**src/hilo_pkg.sv**
```systemverilog
// Shared constants, operation kinds and decoding for the product register unit.
// Assumes both ends run on one 40 MHz clock with a synchronous active-high reset.
package hilo_pkg;

   localparam int unsigned INSTR_W      = 32;
   localparam int unsigned WORD_W       = 32;
   localparam int unsigned REG_INDEX_W  = 5;
   localparam int unsigned REG_COUNT    = 32;
   localparam int unsigned MUL_CYCLES   = 4;

   localparam logic [5:0] PRIMARY_OP    = 6'h00;
   localparam logic [5:0] FN_FROM_TOP   = 6'h10;
   localparam logic [5:0] FN_TO_TOP     = 6'h11;
   localparam logic [5:0] FN_FROM_BOT   = 6'h12;
   localparam logic [5:0] FN_TO_BOT     = 6'h13;
   localparam logic [5:0] FN_PRODUCT    = 6'h18;
   localparam logic [5:0] FN_MOVE_ZERO  = 6'h0a;
   localparam logic [5:0] FN_MOVE_NZERO = 6'h0b;

   // Field positions
   localparam int unsigned OP_HI   = 31;
   localparam int unsigned OP_LO   = 26;
   localparam int unsigned RS_HI   = 25;
   localparam int unsigned RS_LO   = 21;
   localparam int unsigned RT_HI   = 20;
   localparam int unsigned RT_LO   = 16;
   localparam int unsigned RD_HI   = 15;
   localparam int unsigned RD_LO   = 11;
   localparam int unsigned SA_HI   = 10;
   localparam int unsigned SA_LO   = 6;
   localparam int unsigned FN_HI   = 5;
   localparam int unsigned FN_LO   = 0;

   typedef enum logic [3:0] {
      op_none,
      op_from_top,
      op_from_bottom,
      op_to_top,
      op_to_bottom,
      op_product,
      op_move_nonzero,
      op_move_zero
   } op_kind_type;

   function automatic op_kind_type decode_op(input logic [INSTR_W-1:0] instr);
      logic       special;
      logic [5:0] fn;
      logic       zero_rs_rt;
      logic       zero_rt_sa;
      logic       zero_rd_sa;
      logic       zero_sa;
      special    = (instr[OP_HI:OP_LO] == PRIMARY_OP);
      fn         = instr[FN_HI:FN_LO];
      zero_rs_rt = (instr[RS_HI:RT_LO] == '0);
      zero_rt_sa = (instr[RT_HI:SA_LO] == '0);
      zero_rd_sa = (instr[RD_HI:SA_LO] == '0);
      zero_sa    = (instr[SA_HI:SA_LO] == '0);
      decode_op  = op_none;
      if (special) begin
         if (fn == FN_FROM_TOP && zero_rs_rt && zero_sa)
            decode_op = op_from_top;
         else if (fn == FN_FROM_BOT && zero_rs_rt && zero_sa)
            decode_op = op_from_bottom;
         else if (fn == FN_TO_TOP && zero_rt_sa)
            decode_op = op_to_top;
         else if (fn == FN_TO_BOT && zero_rt_sa)
            decode_op = op_to_bottom;
         else if (fn == FN_PRODUCT && zero_rd_sa)
            decode_op = op_product;
         else if (fn == FN_MOVE_NZERO && zero_sa)
            decode_op = op_move_nonzero;
         else if (fn == FN_MOVE_ZERO && zero_sa)
            decode_op = op_move_zero;
      end
   endfunction : decode_op

endpackage : hilo_pkg

```
**src/hilo_link_if.sv**
```systemverilog
// Link between the pipeline end and the product register unit.
// Assumes one clock shared by both ends; no clocking block.
`timescale 1ns/1ps
interface hilo_link_if #(
   parameter int unsigned DATA_W = hilo_pkg::WORD_W
);
   logic                                issue_valid;
   logic                                issue_ready;
   logic [hilo_pkg::INSTR_W-1:0]        instr;
   logic [DATA_W-1:0]                   first_value;
   logic [DATA_W-1:0]                   second_value;
   logic                                cmove_enable;
   logic                                wb_valid;
   logic [hilo_pkg::REG_INDEX_W-1:0]    wb_index;
   logic [DATA_W-1:0]                   wb_data;
   logic                                reserved_instr;

   modport unit (
      input  issue_valid, instr, first_value, second_value, cmove_enable,
      output issue_ready, wb_valid, wb_index, wb_data, reserved_instr
   );

   modport pipe (
      output issue_valid, instr, first_value, second_value, cmove_enable,
      input  issue_ready, wb_valid, wb_index, wb_data, reserved_instr
   );
endinterface : hilo_link_if

```
**src/hilo_multiply_move_unit.sv**
```systemverilog
// Product register pair, signed word multiply and conditional moves.
// Assumes the pipeline end supplies operand values and checks issue spacing.
`timescale 1ns/1ps

// Summary of operation
// - Copy top word to destination register
// - Copy bottom word to destination register
// - No top writers two slots after copy
// - No bottom writers two slots after copy
// - Move first source if second nonzero
// - Move first source if second zero
// - Load top word from first source
// - Load bottom word from first source
// - No copy-from-top two before load-top
// - No copy-from-bottom two before load-bottom
// - Load-top over unread result spoils bottom
// - Load-bottom over unread result spoils top
// - Signed 32x32 multiply, 64-bit product
// - Low half bottom, high half top
// - Multiply never raises any exception
// - Multiply operands must be sign-extended words
// - No copies two slots before multiply
// - Multi-cycle multiply; product reads stall
module hilo_multiply_move_unit #(
   parameter int unsigned DATA_W     = hilo_pkg::WORD_W,
   parameter int unsigned MUL_CYCLES = hilo_pkg::MUL_CYCLES
) (
   input  wire logic              clk_in,
   input  wire logic              srst_in,
   hilo_link_if.unit              link,
   output logic [DATA_W-1:0]      top_word_out,
   output logic [DATA_W-1:0]      bottom_word_out,
   output logic                   busy_out,
   output logic                   result_unread_out
);

   localparam int unsigned CNT_W = (MUL_CYCLES > 1) ? $clog2(MUL_CYCLES) : 1;
   localparam logic [CNT_W-1:0] CNT_LAST = CNT_W'(MUL_CYCLES - 1);
   localparam int unsigned PROD_W = 2 * hilo_pkg::WORD_W;

   typedef enum logic [0:0] {
      mul_idle,
      mul_run
   } mul_state_type;

   // Widen a 32-bit word to register width by copying bit 31
   function automatic logic [DATA_W-1:0] sext_word(input logic [hilo_pkg::WORD_W-1:0] w);
      for (int i = 0; i < DATA_W; i++) begin
         if (i < hilo_pkg::WORD_W)
            sext_word[i] = w[i];
         else
            sext_word[i] = w[hilo_pkg::WORD_W-1];
      end
   endfunction : sext_word

   hilo_pkg::op_kind_type          kind;
   logic                           uses_pair;
   logic                           take;
   logic                           second_is_zero;
   logic                           cmove_kind;
   logic [hilo_pkg::REG_INDEX_W-1:0] dest_index;
   mul_state_type                  mul_state;
   logic [CNT_W-1:0]               mul_count;
   logic signed [PROD_W-1:0]       product;
   logic                           mul_done;
   logic [DATA_W-1:0]              top_word;
   logic [DATA_W-1:0]              bottom_word;
   logic                           result_unread;
   logic                           wb_valid;
   logic [hilo_pkg::REG_INDEX_W-1:0] wb_index;
   logic [DATA_W-1:0]              wb_data;
   logic                           reserved_instr;

   assign kind           = hilo_pkg::decode_op(link.instr);
   assign dest_index     = link.instr[hilo_pkg::RD_HI:hilo_pkg::RD_LO];
   assign second_is_zero = (link.second_value == '0);
   assign cmove_kind     = (kind == hilo_pkg::op_move_nonzero) ||
                           (kind == hilo_pkg::op_move_zero);
   assign uses_pair      = (kind == hilo_pkg::op_from_top) ||
                           (kind == hilo_pkg::op_from_bottom) ||
                           (kind == hilo_pkg::op_to_top) ||
                           (kind == hilo_pkg::op_to_bottom) ||
                           (kind == hilo_pkg::op_product);

   // Any touch of the pair waits out a running multiply; other work flows past
   assign link.issue_ready = !(mul_state == mul_run && uses_pair);
   assign take             = link.issue_valid && link.issue_ready;
   assign mul_done         = (mul_state == mul_run) && (mul_count == '0);

   // Multiply sequencer
   always_ff @(posedge clk_in) begin
      if (srst_in) begin
         mul_state <= mul_idle;
         mul_count <= '0;
      end else begin
         case (mul_state)
            mul_idle: begin
               if (take && kind == hilo_pkg::op_product) begin
                  mul_state <= mul_run;
                  mul_count <= CNT_LAST;
               end
            end
            mul_run: begin
               if (mul_count == '0)
                  mul_state <= mul_idle;
               else
                  mul_count <= mul_count - CNT_W'(1);
            end
            default: mul_state <= mul_idle;
         endcase
      end
   end

   // Operands are the low words; upper bits are assumed to be sign copies
   always_ff @(posedge clk_in) begin
      if (srst_in)
         product <= '0;
      else if (take && kind == hilo_pkg::op_product)
         product <= $signed(link.first_value[hilo_pkg::WORD_W-1:0]) *
                    $signed(link.second_value[hilo_pkg::WORD_W-1:0]);
   end

   // No overflow path exists: the product never flags anything.
   always_ff @(posedge clk_in) begin
      if (srst_in) begin
         top_word    <= '0;
         bottom_word <= '0;
      end else if (mul_done) begin
         top_word    <= sext_word(product[PROD_W-1:hilo_pkg::WORD_W]);
         bottom_word <= sext_word(product[hilo_pkg::WORD_W-1:0]);
      end else if (take && kind == hilo_pkg::op_to_top) begin
         // The bottom word is simply kept, one legal choice for a spoiled half
         top_word <= link.first_value;
      end else if (take && kind == hilo_pkg::op_to_bottom) begin
         bottom_word <= link.first_value;
      end
   end

   // Tracks a computed result not yet copied out or overwritten by a word load
   always_ff @(posedge clk_in) begin
      if (srst_in)
         result_unread <= 1'b0;
      else if (mul_done)
         result_unread <= 1'b1;
      else if (take && (kind == hilo_pkg::op_from_top || kind == hilo_pkg::op_from_bottom))
         result_unread <= 1'b0;
      else if (take && (kind == hilo_pkg::op_to_top || kind == hilo_pkg::op_to_bottom))
         result_unread <= 1'b0;
   end

   // Write-back toward the general register file
   always_ff @(posedge clk_in) begin
      if (srst_in) begin
         wb_valid <= 1'b0;
         wb_index <= '0;
         wb_data  <= '0;
      end else begin
         wb_valid <= 1'b0;
         if (take) begin
            case (kind)
               hilo_pkg::op_from_top: begin
                  wb_valid <= 1'b1;
                  wb_index <= dest_index;
                  wb_data  <= top_word;
               end
               hilo_pkg::op_from_bottom: begin
                  wb_valid <= 1'b1;
                  wb_index <= dest_index;
                  wb_data  <= bottom_word;
               end
               hilo_pkg::op_move_nonzero: begin
                  if (link.cmove_enable && !second_is_zero) begin
                     wb_valid <= 1'b1;
                     wb_index <= dest_index;
                     wb_data  <= link.first_value;
                  end
               end
               hilo_pkg::op_move_zero: begin
                  if (link.cmove_enable && second_is_zero) begin
                     wb_valid <= 1'b1;
                     wb_index <= dest_index;
                     wb_data  <= link.first_value;
                  end
               end
               default: wb_valid <= 1'b0;
            endcase
         end
      end
   end

   // Unsupported level: the move is dropped and flagged instead
   always_ff @(posedge clk_in) begin
      if (srst_in)
         reserved_instr <= 1'b0;
      else
         reserved_instr <= take && cmove_kind && !link.cmove_enable;
   end

   assign link.wb_valid       = wb_valid;
   assign link.wb_index       = wb_index;
   assign link.wb_data        = wb_data;
   assign link.reserved_instr = reserved_instr;
   assign top_word_out        = top_word;
   assign bottom_word_out     = bottom_word;
   assign busy_out            = (mul_state == mul_run);
   assign result_unread_out   = result_unread;

endmodule : hilo_multiply_move_unit

```
**src/flat_wrapper.sv**
```systemverilog
// flat-port wrapper written by rule: the top's interface ports become plain ports
module hilo_multiply_move_unit_flat 
#(
   parameter int unsigned DATA_W     = hilo_pkg::WORD_W,
   parameter int unsigned MUL_CYCLES = hilo_pkg::MUL_CYCLES
)
  (clk_in, srst_in, top_word_out, bottom_word_out, busy_out, result_unread_out, link_issue_valid, link_instr, link_first_value, link_second_value, link_cmove_enable, link_issue_ready, link_wb_valid, link_wb_index, link_wb_data, link_reserved_instr);
  hilo_link_if #(.DATA_W(DATA_W)) link_i ();
  input  wire logic clk_in;
  input  wire logic srst_in;
  output logic [DATA_W-1:0] top_word_out;
  output logic [DATA_W-1:0] bottom_word_out;
  output logic busy_out;
  output logic result_unread_out;
  input wire logic [$bits(link_i.issue_valid)-1:0] link_issue_valid;
  input wire logic [$bits(link_i.instr)-1:0] link_instr;
  input wire logic [$bits(link_i.first_value)-1:0] link_first_value;
  input wire logic [$bits(link_i.second_value)-1:0] link_second_value;
  input wire logic [$bits(link_i.cmove_enable)-1:0] link_cmove_enable;
  output wire logic [$bits(link_i.issue_ready)-1:0] link_issue_ready;
  output wire logic [$bits(link_i.wb_valid)-1:0] link_wb_valid;
  output wire logic [$bits(link_i.wb_index)-1:0] link_wb_index;
  output wire logic [$bits(link_i.wb_data)-1:0] link_wb_data;
  output wire logic [$bits(link_i.reserved_instr)-1:0] link_reserved_instr;
  assign link_i.issue_valid = link_issue_valid;
  assign link_i.instr = link_instr;
  assign link_i.first_value = link_first_value;
  assign link_i.second_value = link_second_value;
  assign link_i.cmove_enable = link_cmove_enable;
  assign link_issue_ready = link_i.issue_ready;
  assign link_wb_valid = link_i.wb_valid;
  assign link_wb_index = link_i.wb_index;
  assign link_wb_data = link_i.wb_data;
  assign link_reserved_instr = link_i.reserved_instr;
  hilo_multiply_move_unit #(.DATA_W(DATA_W), .MUL_CYCLES(MUL_CYCLES)) u_core (.clk_in(clk_in), .srst_in(srst_in), .link(link_i), .top_word_out(top_word_out), .bottom_word_out(bottom_word_out), .busy_out(busy_out), .result_unread_out(result_unread_out));
endmodule
```
**config.mk**
```make
export PLATFORM = sky130hd
export DESIGN_NAME = hilo_multiply_move_unit_flat
export DESIGN_NICKNAME = d
export VERILOG_FILES = /design/src/hilo_pkg.sv /design/src/hilo_link_if.sv /design/src/hilo_multiply_move_unit.sv /design/src/flat_wrapper.sv
export SDC_FILE = /design/constraint.sdc
export NUM_CORES = 2
export LEC_CHECK = 0
export ABC_CLOCK_PERIOD_IN_PS = 23900
export BUFFER_PORTS_ARGS = -buffer_cell sky130_fd_sc_hd__buf_2
export CAP_MARGIN = 30
export CORE_MARGIN = 10
export CORE_UTILIZATION = 55
export DETAILED_ROUTE_END_ITERATION = 8
export PLACE_DENSITY_LB_ADDON = 0.25
export SKIP_CTS_REPAIR_TIMING = 1
export SYNTH_ARGS = -nofsm -noshare
export SYNTH_HDL_FRONTEND = slang
export SYNTH_SLANG_ARGS = --single-unit
```
**constraint.sdc**
```tcl
create_clock -name clk_in -period 23.9 [get_ports clk_in]
set_input_delay 1.195 -clock clk_in [delete_from_list [all_inputs] [get_ports clk_in]]
set_output_delay 1.195 -clock clk_in [all_outputs]
set_load 0.01 [all_outputs]
```
==> impl_metrics.yaml <==
critical_path:
  cp_slowest_cell: "fa_1"
  crit_fanout: 33
  end_kind: "flop"
  critPathArrivalTime_ps: 9450
  critPathLaunch: "link_second_value[5]"
  endpoint: "u_core.product[62]"
  path_class: "primary input to flop"
  crit_cells: 27
  start_kind: "primary input"
  r2r.worst_path.cells: 5
  path_common_cell: "fa_1"
  r2r_setup_slack_ps: 21500
  r2r-start: "u_core.busy_out"
  cp_slowest_stage_delay_ps: 820
  cpLargestDelayFamily: "adder cells"
  crit_buf_inv: 8
  crit_required_ps: 24240
  r2r_end: "u_core.product[48]"
timing:
  fin_skew_ps: 8.38
  setup_viol: 0
  hold_violations: 0
  max_freq_mhz: 110
  rsz0062_at_grt: "no"
  period_needed_ps: 9110
  worstMarginPinSlew_ps: 1010
  finalSetupTns_ps: 0
  maxSlewViolCount: 0
  relSlewSlack_pct: 32.5
  finalCritPeriodShare_pct: 38.1
clock_network:
  clk_latency_ps: 440
  cts_max_path_buffers: 2
  cts_tree: "built"
  ctsRootBufferMaster: "clkbuf_16"
  clkSlewWorstSetupHoldPaths_ps: 60
  cts.sinks: 171
  numCtsBuffers: 17
  h-tree-depth: 4
floorplanning:
  io_pins: 206
  initial_utilization_pct: 55.4
  die_w_um: 302
  coreArea_mm2: 0.0789
  fp-row-count: 103
  die_h_um: 302
  die_area_mm2: 0.0911
route:
  drc: 0
  wirelength_mm: 118
  dr_total_vias: 32256
  vias_per_cell: 5.59
  first_iter_violations: 2225
  drt-pass1-iter-count: 9
  drtAntennaViolNets: 0
  wl_per_cell_um: 20.5
min_path:
  hold_class: "flop to flop"
global_routing:
  use_met3_pct: 3.10
  met1_usage_pct: 33.6
  grt_max_degree: 104
  grt_pass1_wl_mm: 193
  track_usage_pct: 26.9
  grt_pass1_vias: 35576
  grt_overflow_total: 0
  grtUsageMet2_pct: 47.5
  antenna_found_initial: 6
  grt_busiest_layer: "met2"
synthesis:
  netlist_area_mm2: 0.0437
  synth_fp_nets: 6113
  synth.avg_cell_area_um2: 9.20
  synth.area.top_cells: "fa_1, inv_1, dfxtp_1"
  syn_inst: 4746
  yosysWarnings: 0
  yosysTopAreaCellShare_pct: 49.6
  synth_common_cells: "fa_1, inv_1, nand2_1, and2_1, clkbuf_1"
  async_flop_share_pct: 0
  yosys.cell_count.top_type: "fa_1"
  synth_seq_cells: 171
  synthFlopType: "dfxtp_1"
  yosysSeqAreaShare_pct: 7.84
  synth_edf_count: 0
  synth.distinct_cells: 81
  synth_top_area_cell: "fa_1"
flow_run:
  maxCapViolations: 0
final_layout:
  drive_above_1_share_pct: 6.70
  final_nets: 6069
  n_fill_cell: 7002
  syn2layout_area_growth_pct: 4.80
place:
  numPortBuffers: 205
  place_hpwl_mm: 91.8
  gp_congestion: 0.903
status:
  status: "finished clean"
[layout make-up]
type	instances	area [um2]	area share [%]
multi-input combinational	3312	35500	77.4
clock inverter	14	156	0.342
sequential	171	3420	7.48
clock buffer	18	429	0.937
inverter	946	3550	7.76
tap	1050	1310	2.87
antenna	3	7.51	0.0164
timing repair buffer	254	1450	3.16
[worst min-delay path by stage]
stage                                   from  slack, ps            endpoint  depth (start not counted)
final                     u_core.product[49]        450  u_core.product[49]                          2
after global placement    u_core.product[43]        440  u_core.product[43]                          2
after global routing      u_core.product[32]        480  u_core.product[32]                          2
after CTS                 u_core.product[34]        460  u_core.product[34]                          2
after detailed placement   u_core.product[0]        450   u_core.product[0]                          2
after floorplan           u_core.product[63]        430  u_core.product[63]                          2
[metrics by stage]
step	hold WS [ps]	setup slack [ps]	std cells	util, %	instance area, um2
6_report	455	14790	5768	58.0	45800
5_1_grt	475	14210	5768	58.0	45800
4_1_cts	455	14750	5765	58.0	45800
3_5_place_dp	446	14320	5733	57.3	45200
3_3_place_gp	437	14470	5730	57.2	45100
2_1_floorplan	426	15180	4746	-	43700
[tightest hold or removal path, delay by kind of cell, from the launching register on]
family / cells / cell delay, ps
AO/OA/AOI/OAI: 1 / 50
flip-flops: 1 / 310
AND/OR/NAND/NOR: 1 / 50
[kinds of logic (layout without fill, tap and decap cells)]
group | count (synthesis) | in the layout | synth area share (%)
other | 0 | 3 | 0
AOI/OAI and AO/OA | 408 | 408 | 6.06
and+or+nand+nor | 1470 | 1470 | 16.5
buffers and inverters | 1263 | 1232 | 11.1
muxes | 103 | 103 | 2.36
DFF | 171 | 171 | 7.84
adders and majority gates | 1267 | 1267 | 54.9
xor gates and xnor gates | 64 | 64 | 1.28
[routing by layer]
metal  up-vias  part of all wire, %
met4         4                  4.3
li1      14011                    -
met2      1107                   52
met5         -                0.022
met3       298                  5.7
met1     16836                   38
[flip-flops by register name, summed over array words and instances, names as in the netlist]
signal,cells
u_core.bottom_word_out,32
u_core.link.wb_valid,1
u_core.result_unread_out,1
u_core.top_word_out,32
u_core.link.wb_index,5
u_core.link.reserved_instr,1
u_core.link.wb_data,32
u_core.busy_out,1
u_core.mul_count,2
u_core.product,64
[placed cells by master (no fill, tap or decap), types with 67 or more instances in the layout]
cell type / synthesis / routed
a211oi_1: 67 / 67
a21oi_1: 150 / 150
and2_1: 515 / 515
buf_2: 9 / 204
dfxtp_1: 171 / 171
fa_1: 1082 / 1082
ha_1: 185 / 185
inv_1: 946 / 946
mux2i_1: 102 / 102
nand2_1: 618 / 616
nor2_1: 195 / 194
Power is left out: the tool's default activity adds up to more than one toggle a clock period on the data nets, which glitch-free logic cannot reach.
